File: src/hw/ssc_pkg.sv
// constants, register layouts and state types of the serial port control block
package ssc_pkg;
  localparam logic [7:0] IDX_CTRL_A = 8'h0e;
  localparam logic [7:0] IDX_CTRL_B = 8'h0f;
  localparam logic [7:0] IDX_STATUS = 8'h10;
  localparam logic [7:0] IDX_DATA = 8'h11;
  localparam logic [7:0] CTRL_A_RST = 8'h00;
  localparam logic [7:0] CTRL_B_RST = 8'h00;
  localparam logic [7:0] STATUS_RST = 8'hc0;
  localparam logic [7:0] CTRL_A_WMASK = 8'h5f;
  localparam logic [3:0] LEN_8 = 4'ha;
  localparam logic [3:0] LEN_9 = 4'hb;
  localparam logic [3:0] DATA_8 = 4'h8;
  localparam logic [3:0] DATA_9 = 4'h9;
  localparam logic [3:0] OSR_LAST = 4'hf;
  localparam logic [3:0] OSR_VOTE = 4'h9;
  localparam logic [3:0] RX_PH_START = 4'h1;
  localparam int TXSH_W = 11;
  typedef struct packed {
    logic rxNinth;
    logic txNinth;
    logic spare;
    logic charLen;
    logic rouse;
    logic pol;
    logic pha;
    logic finalClk;
  } ssc_ctrl_a_s;
  typedef struct packed {
    logic txeIe;
    logic tx_done_int_en;
    logic rxIe;
    logic quietIe;
    logic txEn;
    logic rxEn;
    logic sleep;
    logic brk;
  } ssc_ctrl_b_s;
  typedef struct packed {
    logic txEmpty;
    logic txDone;
    logic rxFull;
    logic quiet;
    logic overrun;
    logic noise;
    logic frameErr;
    logic spare;
  } ssc_status_s;
  typedef enum logic [2:0] {
    TX_OFF = 3'b000,
    TX_IDLE = 3'b001,
    TX_PRE = 3'b010,
    TX_DATA = 3'b011,
    TX_BRK = 3'b100,
    TX_MARK = 3'b101
  } ssc_tx_e;
  typedef enum logic {
    RX_HUNT = 1'b0,
    RX_BITS = 1'b1
  } ssc_rx_e;
endpackage

File: src/hw/ssc_serial_port_control.sv
// serial port control: control registers, transmitter, receiver and status over apb
// Notes on behaviour
// - in nine-bit format the received ninth bit lands with the byte.
// - the ninth transmit bit is loaded into the shifter with the byte.
// - one length bit sets 8 or 9 data bits for both directions.
// - idle-line wake clears sleep after 10 or 11 consecutive ones.
// - sleep cannot be set in idle-line mode while the line is idle.
// - address-mark wake on a set MSB, clears sleep, stores byte, sets full.
// - sleep blocks receiver flags from setting, except on an address-mark wake, but clears none.
// - sync clock rests at the polarity level outside data bits.
// - phase selects clock edge at start or middle of each data bit.
// - the last data bit is clocked only when final-bit clock is enabled.
// - enabling the transmitter drives the pins and sends a preamble.
// - disabling mid-character finishes it before releasing the pins.
// - re-enable during a character queues a fresh preamble after it.
// - receiver disabled keeps all receiver flags from setting.
// - each flag but noise and frame error reaches the interrupt only through its enable bit; overrun shares the receive enable.
// - a break pulse sends one block of 10 or 11 zeros.
// - a held break repeats whole blocks, then at least one high bit.
// - no sync clock pulses during start and stop bits.
// - no sync clock while idle, in preamble or in break.
`timescale 1ns/1ps
module ssc_serial_port_control #(
  parameter logic [15:0] SAMPLE_DIV = 16'h0010
) (
  input wire logic clk,
  input wire logic srst,
  input wire logic psel,
  input wire logic penable,
  input wire logic pwrite,
  input wire logic [7:0] paddr,
  input wire logic [31:0] pwdata,
  output logic [31:0] prdata,
  output logic pready,
  output logic pslverr,
  input wire logic rxLineIn,
  output logic txLineOut,
  output logic txLineOeN,
  output logic syncClkOut,
  output logic syncClkOeN,
  output logic serialIrq
);
  ssc_pkg::ssc_ctrl_a_s ctrlA_r;
  ssc_pkg::ssc_ctrl_b_s ctrlB_r;
  ssc_pkg::ssc_status_s stat_r;
  ssc_pkg::ssc_tx_e txState_r, txNext;
  ssc_pkg::ssc_rx_e rxState_r;
  logic [15:0] sampCnt_r;
  logic sampleTick, bitTick, txDecide, txLoad, txEnPrev_r, prePend_r;
  logic [3:0] txPh_r, txIdx_r, rxPh_r, rxIdx_r, lastIdx, dLast;
  logic [ssc_pkg::TXSH_W-1:0] txSh_r, txFrame;
  logic [7:0] txHold_r, rxData_r, quietCnt_r, quietLimit;
  logic [8:0] rxSh_r;
  logic [2:0] vote_r, votes;
  logic rxBit, rxNoisy, rxNoise_r, rxDone, rxStop, rxMark, quietHit, lineQuiet;
  logic wakeQuiet, wakeMark, takeWord, allowed, quietArm_r, seen_r, clkActive;
  logic txLineOut_r, syncClk_r, oeN_r, brkReq_r;
  logic [31:0] prdata_r;
  logic access, mapped, wrA, wrB, wrData, rdData, rdStatus, swSleepWr;
  logic [7:0] idx;

  // length decoding shared by transmitter and receiver, and the transmitter's next-activity pick
  function automatic logic [3:0] frameLast(input logic nine);
    return nine ? ssc_pkg::LEN_9 - 4'h1 : ssc_pkg::LEN_8 - 4'h1;
  endfunction
  function automatic logic [3:0] dataLast(input logic nine);
    return nine ? ssc_pkg::DATA_9 : ssc_pkg::DATA_8;
  endfunction
  function automatic ssc_pkg::ssc_tx_e pickNext(input logic en, pend, brk, empty);
    if (!en) return ssc_pkg::TX_OFF;
    if (pend) return ssc_pkg::TX_PRE;
    if (brk) return ssc_pkg::TX_BRK;
    if (!empty) return ssc_pkg::TX_DATA;
    return ssc_pkg::TX_IDLE;
  endfunction

  assign lastIdx = frameLast(ctrlA_r.charLen);
  assign dLast = dataLast(ctrlA_r.charLen);

  // apb decode: byte address is four times the register index, no wait states
  assign access = psel && penable;
  assign idx = {2'b00, paddr[7:2]};
  assign mapped = (paddr[1:0] == 2'b00) && (idx == ssc_pkg::IDX_CTRL_A || idx == ssc_pkg::IDX_CTRL_B ||
                  idx == ssc_pkg::IDX_STATUS || idx == ssc_pkg::IDX_DATA);
  assign pready = access;
  assign pslverr = access && !mapped;
  assign wrA = access && pwrite && mapped && idx == ssc_pkg::IDX_CTRL_A;
  assign wrB = access && pwrite && mapped && idx == ssc_pkg::IDX_CTRL_B;
  assign wrData = access && pwrite && mapped && idx == ssc_pkg::IDX_DATA;
  assign rdData = access && !pwrite && mapped && idx == ssc_pkg::IDX_DATA;
  assign rdStatus = access && !pwrite && mapped && idx == ssc_pkg::IDX_STATUS;
  assign prdata = prdata_r;

  // read data is captured in the setup phase so the access phase answers at once
  always_ff @(posedge clk) begin
    if (srst) begin
      prdata_r <= 32'h0000_0000;
    end else if (psel && !penable) begin
      case (idx)
        ssc_pkg::IDX_CTRL_A: prdata_r <= {24'h00_0000, ctrlA_r};
        ssc_pkg::IDX_CTRL_B: prdata_r <= {24'h00_0000, ctrlB_r};
        ssc_pkg::IDX_STATUS: prdata_r <= {24'h00_0000, stat_r};
        ssc_pkg::IDX_DATA: prdata_r <= {24'h00_0000, rxData_r};
        default: prdata_r <= 32'h0000_0000;
      endcase
    end
  end

  // control register a; the received ninth bit is hardware-owned and read-only
  always_ff @(posedge clk) begin
    if (srst) begin
      ctrlA_r <= ssc_pkg::CTRL_A_RST;
    end else begin
      if (wrA) begin
        ctrlA_r <= (pwdata[7:0] & ssc_pkg::CTRL_A_WMASK) | (ctrlA_r & ~ssc_pkg::CTRL_A_WMASK);
      end
      if (takeWord && !stat_r.rxFull && !stat_r.frameErr) begin
        ctrlA_r.rxNinth <= rxSh_r[8];
      end
    end
  end

  // control register b; hardware wake is applied last so it wins over a write
  assign swSleepWr = wrB && pwdata[1] && !ctrlB_r.sleep;
  always_ff @(posedge clk) begin
    if (srst) begin
      ctrlB_r <= ssc_pkg::CTRL_B_RST;
    end else begin
      if (wrB) begin
        ctrlB_r <= pwdata[7:0];
        if (swSleepWr && !ctrlA_r.rouse && lineQuiet) begin
          ctrlB_r.sleep <= 1'b0;
        end
      end
      if (wakeQuiet || wakeMark) begin
        ctrlB_r.sleep <= 1'b0;
      end
    end
  end

  // 16x sample tick divider; every slower rate derives from this enable
  assign sampleTick = sampCnt_r == SAMPLE_DIV - 16'h0001;
  always_ff @(posedge clk) begin
    if (srst || sampleTick) begin
      sampCnt_r <= 16'h0000;
    end else begin
      sampCnt_r <= sampCnt_r + 16'h0001;
    end
  end

  // transmit bit timing restarts on enable so the first bit is whole
  assign bitTick = sampleTick && txPh_r == ssc_pkg::OSR_LAST;
  always_ff @(posedge clk) begin
    if (srst || txState_r == ssc_pkg::TX_OFF) begin
      txPh_r <= 4'h0;
    end else if (sampleTick) begin
      txPh_r <= txPh_r + 4'h1;
    end
  end

  // next transmit activity is chosen only at a frame boundary, from idle, or after the mark bit
  assign txDecide = bitTick && (txState_r == ssc_pkg::TX_IDLE || txState_r == ssc_pkg::TX_MARK ||
                    (txState_r != ssc_pkg::TX_OFF && txIdx_r == lastIdx));
  always_comb begin
    txNext = pickNext(ctrlB_r.txEn, prePend_r, ctrlB_r.brk || brkReq_r, stat_r.txEmpty);
    if (txState_r == ssc_pkg::TX_BRK) begin
      txNext = (ctrlB_r.brk || brkReq_r) ? ssc_pkg::TX_BRK : ssc_pkg::TX_MARK;
    end
  end
  assign txLoad = txDecide && txNext == ssc_pkg::TX_DATA;
  assign txFrame = ctrlA_r.charLen ? {1'b1, ctrlA_r.txNinth, txHold_r, 1'b0} : {2'b11, txHold_r, 1'b0};

  // transmitter sequencing: preamble, data, break and the high bit after it
  always_ff @(posedge clk) begin
    if (srst) begin
      txState_r <= ssc_pkg::TX_OFF;
      txIdx_r <= 4'h0;
      txSh_r <= '1;
    end else if (txState_r == ssc_pkg::TX_OFF) begin
      if (ctrlB_r.txEn) begin
        txState_r <= ssc_pkg::TX_PRE;
        txIdx_r <= 4'h0;
        txSh_r <= '1;
      end
    end else if (txState_r == ssc_pkg::TX_IDLE && !ctrlB_r.txEn) begin
      txState_r <= ssc_pkg::TX_OFF;
    end else if (txDecide) begin
      txState_r <= txNext;
      txIdx_r <= 4'h0;
      if (txNext == ssc_pkg::TX_DATA) begin
        txSh_r <= txFrame;
      end else if (txNext == ssc_pkg::TX_BRK) begin
        txSh_r <= '0;
      end else begin
        txSh_r <= '1;
      end
    end else if (bitTick) begin
      txIdx_r <= txIdx_r + 4'h1;
      txSh_r <= {1'b1, txSh_r[ssc_pkg::TXSH_W-1:1]};
    end
  end

  // a re-enable while the pins are still busy asks for a fresh preamble
  always_ff @(posedge clk) begin
    if (srst) begin
      txEnPrev_r <= 1'b0;
      prePend_r <= 1'b0;
    end else begin
      txEnPrev_r <= ctrlB_r.txEn;
      if (txDecide && txNext == ssc_pkg::TX_PRE) begin
        prePend_r <= 1'b0;
      end
      if (ctrlB_r.txEn && !txEnPrev_r && txState_r != ssc_pkg::TX_OFF && txState_r != ssc_pkg::TX_IDLE) begin
        prePend_r <= 1'b1;
      end
    end
  end

  // a break bit set and cleared between frame boundaries still owes one whole block
  always_ff @(posedge clk) begin
    if (srst || txState_r == ssc_pkg::TX_OFF) begin
      brkReq_r <= 1'b0;
    end else if (ctrlB_r.brk) begin
      brkReq_r <= 1'b1;
    end else if (txDecide && txNext == ssc_pkg::TX_BRK) begin
      brkReq_r <= 1'b0;
    end
  end

  // clock pulses only on data bits; phase picks first or second half of the bit
  assign clkActive = txState_r == ssc_pkg::TX_DATA && txIdx_r != 4'h0 && txIdx_r <= dLast &&
                     (txIdx_r != dLast || ctrlA_r.finalClk) &&
                     (ctrlA_r.pha ? !txPh_r[3] : txPh_r[3]);

  // pin drivers are flops so the line never glitches on state changes
  always_ff @(posedge clk) begin
    if (srst) begin
      txLineOut_r <= 1'b1;
      syncClk_r <= 1'b0;
      oeN_r <= 1'b1;
    end else begin
      txLineOut_r <= txSh_r[0];
      syncClk_r <= ctrlA_r.pol ^ clkActive;
      oeN_r <= txState_r == ssc_pkg::TX_OFF;
    end
  end
  assign txLineOut = txLineOut_r;
  assign syncClkOut = syncClk_r;
  assign txLineOeN = oeN_r;
  assign syncClkOeN = oeN_r;

  // majority of three samples; disagreement marks noise
  assign votes = {vote_r[1:0], rxLineIn};
  assign rxBit = (votes[0] & votes[1]) | (votes[1] & votes[2]) | (votes[0] & votes[2]);
  assign rxNoisy = !(&votes) && (|votes);
  assign rxDone = sampleTick && rxState_r == ssc_pkg::RX_BITS && rxPh_r == ssc_pkg::OSR_VOTE &&
                  rxIdx_r == dLast + 4'h1;
  assign rxStop = rxBit;
  assign rxMark = rxSh_r[8];

  // receiver: hunts for a low, then walks start, data and stop bits
  always_ff @(posedge clk) begin
    if (srst) begin
      rxState_r <= ssc_pkg::RX_HUNT;
      rxPh_r <= 4'h0;
      rxIdx_r <= 4'h0;
      rxSh_r <= 9'h000;
      rxNoise_r <= 1'b0;
      vote_r <= 3'b111;
    end else if (sampleTick) begin
      vote_r <= votes;
      rxPh_r <= rxPh_r + 4'h1;
      if (rxState_r == ssc_pkg::RX_HUNT) begin
        if (!rxLineIn) begin
          rxState_r <= ssc_pkg::RX_BITS;
          rxPh_r <= ssc_pkg::RX_PH_START;
          rxIdx_r <= 4'h0;
          rxNoise_r <= 1'b0;
        end
      end else if (rxPh_r == ssc_pkg::OSR_VOTE) begin
        rxIdx_r <= rxIdx_r + 4'h1;
        rxNoise_r <= rxNoise_r | rxNoisy;
        if (rxIdx_r == 4'h0 && rxBit) begin
          rxState_r <= ssc_pkg::RX_HUNT; // false start, not counted as noise
        end else if (rxIdx_r != 4'h0 && rxIdx_r <= dLast) begin
          rxSh_r <= {rxBit, rxSh_r[8:1]};
        end else if (rxIdx_r != 4'h0) begin
          rxState_r <= ssc_pkg::RX_HUNT;
        end
      end
    end
  end

  // idle-line counter in sample ticks; saturates once a whole frame of ones passed
  assign quietLimit = {lastIdx + 4'h1, 4'h0};
  assign lineQuiet = quietCnt_r == quietLimit;
  assign quietHit = sampleTick && rxLineIn && rxState_r == ssc_pkg::RX_HUNT && quietCnt_r == quietLimit - 8'h01;
  always_ff @(posedge clk) begin
    if (srst) begin
      quietCnt_r <= 8'h00;
    end else if (sampleTick) begin
      if (!rxLineIn || rxState_r != ssc_pkg::RX_HUNT) begin
        quietCnt_r <= 8'h00;
      end else if (!lineQuiet) begin
        quietCnt_r <= quietCnt_r + 8'h01;
      end
    end
  end

  // wake conditions and the gate that keeps sleeping or disabled receivers silent
  assign wakeQuiet = quietHit && ctrlB_r.sleep && !ctrlA_r.rouse;
  assign wakeMark = rxDone && ctrlB_r.sleep && ctrlA_r.rouse && rxMark && ctrlB_r.rxEn;
  assign allowed = ctrlB_r.rxEn && !ctrlB_r.sleep;
  assign takeWord = rxDone && (allowed || wakeMark);

  // status read then data access arms the flag clears
  always_ff @(posedge clk) begin
    if (srst) begin
      seen_r <= 1'b0;
    end else if (rdStatus) begin
      seen_r <= 1'b1;
    end else if (rdData || wrData) begin
      seen_r <= 1'b0;
    end
  end

  // status flags and holding registers share one process; a set in the clearing cycle wins
  always_ff @(posedge clk) begin
    if (srst) begin
      txHold_r <= 8'h00;
      stat_r.txEmpty <= 1'b1;
      stat_r.txDone <= 1'b1;
    end else begin
      if (wrData) begin
        txHold_r <= pwdata[7:0];
        if (seen_r) begin
          stat_r.txEmpty <= stat_r.txEmpty ? 1'b0 : stat_r.txEmpty;
          stat_r.txDone <= 1'b0;
        end
      end
      if (txLoad) begin
        stat_r.txEmpty <= 1'b1;
      end
      if (txDecide && txNext == ssc_pkg::TX_IDLE) begin
        stat_r.txDone <= 1'b1;
      end
    end
    // receiver flags; disabled receivers never set one, sleeping ones only on an address-mark wake, and none is cleared by sleep
    if (srst) begin
      stat_r.rxFull <= 1'b0;
      stat_r.quiet <= 1'b0;
      stat_r.overrun <= 1'b0;
      stat_r.noise <= 1'b0;
      stat_r.frameErr <= 1'b0;
      stat_r.spare <= 1'b0;
      quietArm_r <= 1'b0;
      rxData_r <= 8'h00;
    end else begin
      if (rdData && seen_r) begin
        stat_r.rxFull <= 1'b0;
        stat_r.quiet <= 1'b0;
        stat_r.overrun <= 1'b0;
        stat_r.noise <= 1'b0;
        stat_r.frameErr <= 1'b0;
      end
      if (takeWord) begin
        if (stat_r.rxFull || stat_r.frameErr) begin
          stat_r.overrun <= 1'b1; // word lost, holding data kept
        end else begin
          stat_r.rxFull <= 1'b1;
          stat_r.frameErr <= !rxStop;
          stat_r.noise <= rxNoise_r | rxNoisy;
          rxData_r <= ctrlA_r.charLen ? rxSh_r[7:0] : rxSh_r[8:1];
          quietArm_r <= 1'b1;
        end
      end
      if (quietHit && allowed && quietArm_r) begin
        stat_r.quiet <= 1'b1;
        quietArm_r <= 1'b0;
      end
    end
  end

  // one request line; each flag but noise and frameErr passes only through its enable, overrun through rxIe
  assign serialIrq = (stat_r.txEmpty && ctrlB_r.txeIe) || (stat_r.txDone && ctrlB_r.tx_done_int_en) ||
                     ((stat_r.rxFull || stat_r.overrun) && ctrlB_r.rxIe) || (stat_r.quiet && ctrlB_r.quietIe);
endmodule

File: config.mk
export PLATFORM = sky130hd
export DESIGN_NAME = ssc_serial_port_control
export DESIGN_NICKNAME = d
export VERILOG_FILES = /design/src/hw/ssc_pkg.sv /design/src/hw/ssc_serial_port_control.sv
export SDC_FILE = /design/constraint.sdc
export NUM_CORES = 1
export LEC_CHECK = 0
export ABC_AREA = 1
export BUFFER_PORTS_ARGS = -buffer_cell sky130_fd_sc_hd__buf_2
export CELL_PAD_IN_SITES_DETAIL_PLACEMENT = 1
export CELL_PAD_IN_SITES_GLOBAL_PLACEMENT = 1
export CORE_MARGIN = 2
export CORE_UTILIZATION = 37
export CTS_CLUSTER_SIZE = 40
export DETAILED_ROUTE_END_ITERATION = 10
export PLACE_DENSITY_LB_ADDON = 0.1
export SLEW_MARGIN = 20
export SYNTH_ARGS = -nofsm -noshare
export SYNTH_HDL_FRONTEND = slang
export SYNTH_SLANG_ARGS = --single-unit
File: constraint.sdc
create_clock -name clk -period 1.8 [get_ports clk]
set_input_delay 0.45 -clock clk [delete_from_list [all_inputs] [get_ports clk]]
set_output_delay 0.45 -clock clk [all_outputs]
set_load 0.03 [all_outputs]
==> flow_summary.yaml, run 1 <==
outcome:
  status: "completed"
synthesis:
  ys_seq_area_share_pct: 38.8
  synthTopCellsByArea: "dfxtp_1 39%, nand2_1 14%, a21oi_1 7.1%"
  synth.most_common_cell: "nand2_1"
  synth-async-reset-ratio_pct: 0
  yosysTopAreaCellShare_pct: 38.8
  yosys_most_used_dff: "dfxtp_1"
  yosys.area.top_type: "dfxtp_1"
  synth_edf_count: 0
  ys_seq_elements: 121
  yosysWarnings: 0
  syn_inst: 916
  synth_common_cells: "238 x nand2_1, 121 x dfxtp_1, 94 x inv_1"
  syn-mean-instance-area_um2: 6.82
  yosysUniqueCellTypes: 40
  synth.cell_area_um2: 6250
placement:
  io_buffers: 36
  routabilityCongestion: 0.835
  dp_slack_ns: -0.0555
  dpl_cell_area_um2: 6860
  dp_hpwl_um: 13600
die:
  dieHeight_um: 134
  core-area_um2: 16500
  rows: 47
  die_area_um2: 17900
  die_w_um: 134
  start_util_pct: 37.8
  ios: 85
final_layout:
  postLayoutCellArea_um2: 7860
  drive_above_1_share_pct: 20.5
  syn2layout_area_growth_pct: 25.8
  nNetsFinal: 1065
  diodes: 0
setup_path:
  crit_type: "reg -> reg"
  cp_data_arrival_time_ns: 2.08
  cp_max_fo: 5
  worstPathRequired_ns: 2.14
  start_kind: "flip-flop"
  endpoint_kind: "flip-flop"
route:
  wirelength_um: 18300
  vias_per_cell: 5.01
  drc: 0
  routedWlPerCell_um: 14.8
  antenna_left: 0
  via_count: 6217
  dr.pass1.iters: 4
  drtIter0Drc: 207
power_and_ir_drop:
  cellLeakagePower_nw: 3.32
  total_power_mw: 7.41
  power_density_nw_per_um2: 943
  peakVddDrop_v: 0.000772
sta:
  hold_violations: 0
  setup_ws_ns: 0.0584
  rsz0062_at_grt: "true"
  fin_crit_sh_pct: 96.8
  hold_ws_ns: 0.302
  fmax_mhz: 574
  final_max_slew_viol_count: 0
  setup_viol: 0
  finalSetupTns_ns: 0
  period_needed_ns: 1.74
  skew_ns: 0.00906
grt:
  grtUsageTotal_pct: 20.8
  grt-ovfl-total: 0
  antenna_found_initial: 0
  first_global_vias: 6261
  grt_pass1_wl_um: 30200
  grt_start_max_net_pins: 25
run:
  drv_cap: 0
clock_tree:
  clk_path_buf_depth: 2
  cts_tree: "built"
  hold_buffers: 0
  cts_root_buf: "clkbuf_16"
  clk_latency_ns: 0.42
  clock-sinks: 121
  cts.htree.levels: 4
  path_clk_slew_ns: 0.05
  cts_buffers: 17
hold_path:
  hold_class: "in -> reg"
-- critical path, stage by stage (launching register included) --
cell and delay [ns]:
dfxtp_4 0.36, buf_6 0.13, buf_6 0.13, xor2_2 0.17, nor3_2 0.21, nand3_4 0.10
nor2_4 0.22, buf_6 0.16, o21ai_2 0.06, nor2_1 0.14
-- per-layer routing --
layer,share of wire (%),up-vias,global-route usage [%]
li1,-,3116,-
met1,44,2987,24.7
met2,51,84,36.4
met3,3.5,30,5.18
met4,1.8,0,7.39
met5,0,-,0
-- kinds of logic after synthesis --
kind of cell    synth area share, %
buf+inv                        11.0
simple gates                   32.5
flops                          38.8
compound gates                 14.1
fa+ha+maj                      2.40
other cells                  0.0600
xor+xnor                       1.12
-- cell usage in the layout, fill, tap and decap left out, types with 28 or more instances in the layout --
cell       n
a21oi_1   89
inv_1     91
nand3_1   51
nand4_1   28
dfxtp_1  114
nand2_1  231
nor2_1    71
buf_4     57
o21ai_0   54
buf_2     35
-- path summary, 6_finish.rpt --
check             startpoint           to  slack, ns  depth (start not counted)
setup / recovery  ctrlA_r[4]  rxData_r[4]       0.06                          9
hold / removal     pwdata[7]   ctrlB_r[7]       0.30                          3
setup reg to reg  ctrlA_r[4]  rxData_r[4]       0.06                          9
hold reg to reg    txSh_r[0]    txLineOut       0.45                          1
-- cell type report --
| cell class | count | area, um^2 |
|---|---|---|
| fillers | 2107 | 8660 |
| clock buffers | 26 | 529 |
| flip-flops and latches | 121 | 2430 |
| repair buffers | 100 | 711 |
| inverters | 98 | 374 |
| multi-input cells | 669 | 3430 |
| well taps | 220 | 275 |
| clock inverters | 6 | 108 |
-- state kept, by name (all words and copies together) (netlist names), 3 cells and up --
signal and flops:
txPh_r 4, rxIdx_r 4, rxSh_r 9, ctrlB_r 8, txSh_r 11, prdata 8
txState_r 3, txHold_r 8, sampCnt_r 16, txIdx_r 4, rxData_r 8, quietCnt_r 8
rxPh_r 4, ctrlA_r 7, stat_r 7
-- stage by stage --
step,std cells,util (%)
floorplan,939,-
global placement,1192,41.5
detailed placement,1192,41.5
CTS,1224,45.6
global route,1240,47.6
finish,1240,47.6
-- repair_timing --
item,CTS,global route
gates resized for setup,8,60
endpoints found under the setup margin,15,73
pin swaps,0,19
cloned,0,2
buffers inserted,0,14
-- report_power, final --
part           switching [mW]  internal (mW)  total, mW
Combinational           0.631          0.311      0.942
Sequential             0.0595           2.78       2.84
Clock                    1.21           2.43       3.64
Total                    1.90           5.52       7.41
Note: power is estimated with default switching activity, not from simulation.
==> run 2: changes to the inputs <==
- CORE_UTILIZATION: 37 -> 35
==> flow_summary.yaml, run 2 (same netlist as run 1, synthesis figures left out) <==
route:
  vias_per_cell: 4.77
  drc: 0
  wirelength_um: 17700
  antenna_left: 0
  via_count: 5940
  routedWlPerCell_um: 14.2
  drtIter0Drc: 175
  dr.pass1.iters: 5
final_layout:
  reg_top3: "sampCnt_r x16, txSh_r x11, rxSh_r x9"
  postLayoutCellArea_um2: 7750
  final_common_cell: "nand2_1"
  diodes: 0
  drive_above_1_share_pct: 19.1
  nNetsFinal: 1065
  stdcell_count: 1244
  regMostFlops: "sampCnt_r"
  largest_register_ffs: 16
  layout_common_cells: "235 x nand2_1, 115 x dfxtp_1, 93 x inv_1"
  syn2layout_area_growth_pct: 24.0
placement:
  placed_cells: 1209
  dpl_cell_area_um2: 6980
  io_buffers: 36
  dp_hpwl_um: 13100
  routabilityCongestion: 0.794
die:
  rows: 48
  dieHeight_um: 138
  die_area_um2: 18900
  core-area_um2: 17400
  die_w_um: 138
  ios: 85
  start_util_pct: 36.0
grt:
  grt-ovfl-total: 0
  grt_pass1_wl_um: 28700
  first_global_vias: 5894
  grt_start_max_net_pins: 39
  grtUsageTotal_pct: 19.5
  antenna_found_initial: 0
hold_path:
  hold_class: "in -> reg"
outcome:
  status: "completed"
power_and_ir_drop:
  peakVddDrop_v: 0.000676
  power_density_nw_per_um2: 932
  cellLeakagePower_nw: 3.26
setup_path:
  worstPathRequired_ns: 2.15
  endpoint_kind: "flip-flop"
  crit_type: "reg -> reg"
  start_kind: "flip-flop"
  cp_max_fo: 6
  cp_data_arrival_time_ns: 2.04
sta:
  final_max_slew_viol_count: 0
  period_needed_ns: 1.69
  fmax_mhz: 590
  skew_ns: 0.00689
  fin_crit_sh_pct: 94.1
  setup_viol: 0
  hold_violations: 0
clock_tree:
  cts_buffers: 17
  path_clk_slew_ns: 0.06
  cts_tree: "built"
  clk_latency_ns: 0.42
  cts_root_buf: "clkbuf_16"
  clock-sinks: 121
  clk_path_buf_depth: 2
  cts.htree.levels: 4
run:
  drv_cap: 0
[run 2: cell type report]
| cell class | instances | area, um^2 |
|---|---|---|
| Fill cell | 2238 | 9610 |
| Multi-Input combinational cell | 669 | 3350 |
| Sequential cell | 121 | 2430 |
| Timing Repair Buffer | 100 | 724 |
| Clock buffer | 23 | 468 |
| Inverter | 98 | 370 |
| Tap cell | 225 | 282 |
| Clock inverter | 8 | 120 |
[run 2: worst paths after layout]
| check | startpoint | endpoint | slack, ns | cells after the start |
|---|---|---|---|---|
| worst min register to register | txSh_r[0] | txLineOut | 0.45 | 1 |
| worst max register to register | sampCnt_r[1] | quietCnt_r[5] | 0.11 | 9 |
| worst min-delay path | pwdata[5] | ctrlB_r[5] | 0.30 | 3 |
| worst max-delay path | sampCnt_r[1] | quietCnt_r[5] | 0.11 | 9 |
[run 2: repair_timing]
action | 4_1_cts | 5_1_grt
pin swaps | 1 | 5
setup endpoints to repair | 9 | 71
cloned | 0 | 2
buffers inserted | 0 | 2
gates resized for setup | 3 | 43
hold buffers | 0 | 0
[run 2: layer usage]
| layer | GRT usage, % | wire length [um] |
|---|---|---|
| met1 | 25.2 | 8730 |
| met3 | 4.67 | 385 |
| met5 | 0 | 0 |
| met2 | 32.5 | 8430 |
| met4 | 4.87 | 151 |
[run 2: power by group]
part           total (mW)  switching, mW  internal, mW
combinational       0.955          0.618         0.337
sequential           2.82         0.0453          2.78
clock                3.45           1.21          2.23
[run 2: through the flow]
stage	worst slack [ns]	hold WS, ns	power, mW	utilization, %	setup TNS (ns)
floorplan	0.143	0.417	3.53	-	0
global placement	-0.0113	0.441	3.82	40.2	-0.0152
detailed placement	-0.00563	0.437	3.83	40.2	-0.0106
CTS	0.0105	0.280	7.32	43.7	0
global route	-0.0193	0.305	7.57	44.6	-0.0493
finish	0.106	0.298	7.22	44.6	0
[run 2: worst max-delay path, cell delays in order (launching register included)]
cell and delay, ns:
dfxtp_1 0.33, ha_2 0.21, nand3_4 0.13, nor2_4 0.15, nand2_1 0.12, buf_4 0.17
nor2_2 0.16, buf_6 0.15, nand4_1 0.08, a21oi_1 0.14
==> run 3: changes to the inputs <==
- ABC_AREA: 1 -> not set
- BUFFER_PORTS_ARGS: -buffer_cell sky130_fd_sc_hd__buf_2 -> not set
- DONT_BUFFER_PORTS: not set -> 1
==> flow_summary.yaml, run 3 <==
route:
  vias_per_cell: 5.14
  wirelength_um: 18000
  antenna_left: 0
  drtIter0Drc: 196
  routedWlPerCell_um: 17.4
  dr.pass1.iters: 5
  via_count: 5306
  drc: 0
synthesis:
  synth-async-reset-ratio_pct: 0
  syn_inst: 690
  yosys_most_used_dff: "dfxtp_1"
  synthTopCellsByArea: "dfxtp_1 40%, mux2i_1 7.6%, nor2_1 7.0%"
  yosysUniqueCellTypes: 70
  yosysTopAreaCellShare_pct: 40.1
  ys_seq_area_share_pct: 40.1
  synth.most_common_cell: "dfxtp_1"
  yosys.area.top_type: "dfxtp_1"
  yosysWarnings: 0
  ys_seq_elements: 121
  syn-mean-instance-area_um2: 8.76
  synth_common_cells: "121 x dfxtp_1, 113 x nor2_1, 54 x nand2_1"
  synth_edf_count: 0
  synth.cell_area_um2: 6040
power_and_ir_drop:
  pwr-share-seq_pct: 40.4
  power_density_nw_per_um2: 808
  p_int_mw: 5.32
  switchingPower_mw: 1.41
  total_power_mw: 6.72
  cellLeakagePower_nw: 3.31
  p_clk_share_pct: 56.7
  peakVddDrop_v: 0.000646
  p_comb_share_pct: 2.9
  swShare_pct: 20.9
placement:
  routabilityCongestion: 0.794
  dp_hpwl_um: 12200
  io_buffers: 0
  placed_cells: 978
  dp_slack_ns: -0.353
clock_tree:
  path_clk_slew_ns: 0.05
  clock-sinks: 121
  cts_root_buf: "clkbuf_16"
  cts.htree.levels: 4
  clk_latency_ns: 0.42
  clk_path_buf_depth: 2
  cts_tree: "built"
  cts_buffers: 17
outcome:
  violations: "negative setup slack"
  status: "finished, violations left"
setup_path:
  endpoint_kind: "flip-flop"
  cp_max_fo: 9
  cp_data_arrival_time_ns: 2.37
  start_kind: "flip-flop"
  worstPathRequired_ns: 2.10
  crit_type: "reg -> reg"
final_layout:
  stdcell_count: 1032
  nFillCells: 1961
  regMostFlops: "sampCnt_r"
  reg_top3: "sampCnt_r x16, txSh_r x11, rxSh_r x9"
  largest_register_ffs: 16
  nNetsFinal: 852
  final_common_cell: "nor2_1"
  drive_above_1_share_pct: 32.1
  layout_common_cells: "110 x nor2_1, 109 x dfxtp_1, 92 x buf_4"
  diodes: 0
  syn2layout_area_growth_pct: 37.8
sta:
  worstMarginPinSlew_ns: 0.573
  relSlewSlack_pct: 61.7
  hold_violations: 0
  setup_viol: 66
  final_max_slew_viol_count: 0
  setup_ws_ns: -0.263
  hold_ws_ns: 0.106
  period_needed_ns: 2.06
  fmax_mhz: 485
  rsz0062_at_grt: "true"
  skew_ns: 0.00696
  fin_crit_sh_pct: 115
die:
  rows: 48
  die_w_um: 135
  ios: 85
  core-area_um2: 17100
  dieHeight_um: 135
  die_area_um2: 18300
  start_util_pct: 35.3
grt:
  met3_usage_pct: 3.22
  grt-ovfl-total: 0
  use_met1_pct: 25.0
  grt_start_max_net_pins: 77
  grtUsageTotal_pct: 20.0
  antenna_found_initial: 0
  grt.busiest_layer: "met2"
  first_global_vias: 5483
  use_met2_pct: 35.1
  grt_pass1_wl_um: 28700
run:
  drv_cap: 0
hold_path:
  hold_class: "in -> reg"
==> run 3: final cells by class <==
| type | instances | area [um^2] | area share, % |
|---|---|---|---|
| Clock inverter | 11 | 193 | 2.31 |
| Timing Repair Buffer | 121 | 1090 | 13.1 |
| Clock buffer | 21 | 470 | 5.65 |
| Inverter | 18 | 67.6 | 0.811 |
| Sequential cell | 121 | 2440 | 29.4 |
| Tap cell | 225 | 282 | 3.38 |
| Multi-Input combinational cell | 515 | 3780 | 45.3 |
==> run 3: final timing paths <==
path,start,to,slack (ns),cells after the start
setup / recovery,rxIdx_r[0],rxSh_r[4],-0.26,8
hold / removal,srst,txState_r[2],0.11,1
setup reg to reg,rxIdx_r[0],rxSh_r[4],-0.26,8
hold reg to reg,txSh_r[0],txLineOut,0.43,2
==> run 3: routing by layer <==
layer | vias to the layer above | share of wire, %
met5 | - | 0
met4 | 0 | 1.2
met3 | 16 | 2.7
met2 | 70 | 52
met1 | 2630 | 44
li1 | 2590 | -
==> run 3: cells by family (layout without fill, tap and decap cells) <==
kind of cell	after synthesis	after routing	share of synthesized area [%]
muxes	55	55	9.29
and+or+nand+nor	288	288	24.3
adders and majority gates	13	13	2.65
other	1	24	0.0620
AOI/OAI and AO/OA	104	104	12.2
buffers and inverters	77	171	6.96
DFF	121	121	40.1
xor gates and xnor gates	31	31	4.49
==> run 3: power by group through the flow <==
stage | Combinational (mW) | Sequential [mW] | Clock (mW)
2_1_floorplan | 0.217 | 2.78 | 0
3_3_place_gp | 0.183 | 2.78 | 0
3_5_place_dp | 0.188 | 2.78 | 0
4_1_cts | 0.191 | 2.72 | 3.91
5_1_grt | 0.211 | 2.72 | 4.02
6_report | 0.194 | 2.72 | 3.81
==> run 3: critical path: stages, from the launching register on <==
cell     delay, ns
dfxtp_2       0.33
inv_1         0.05
ha_1          0.29
nor2_1        0.05
o31a_1        0.26
or4_4         0.56
buf_8         0.17
mux2i_2       0.19
nor2_1        0.06
==> run 3: what timing repair did <==
item | 4_1_cts | 5_1_grt
hold buffers | 0 | 0
gates cloned | 2 | 1
setup endpoints to repair | 59 | 94
buffers inserted | 9 | 13
pin swaps | 44 | 35
gates resized for setup | 80 | 54
==> run 3: per-stage QoR <==
step                      setup TNS, ns  utilization [%]  instance area [um^2]
after CTS                         -6.36             46.8                  8010
after detailed placement         -17.70             40.5                  6920
final                             -9.39             48.6                  8330
after floorplan                   -7.70                -                  6250
after global routing             -17.56             48.6                  8330
after global placement           -16.44             40.5                  6920
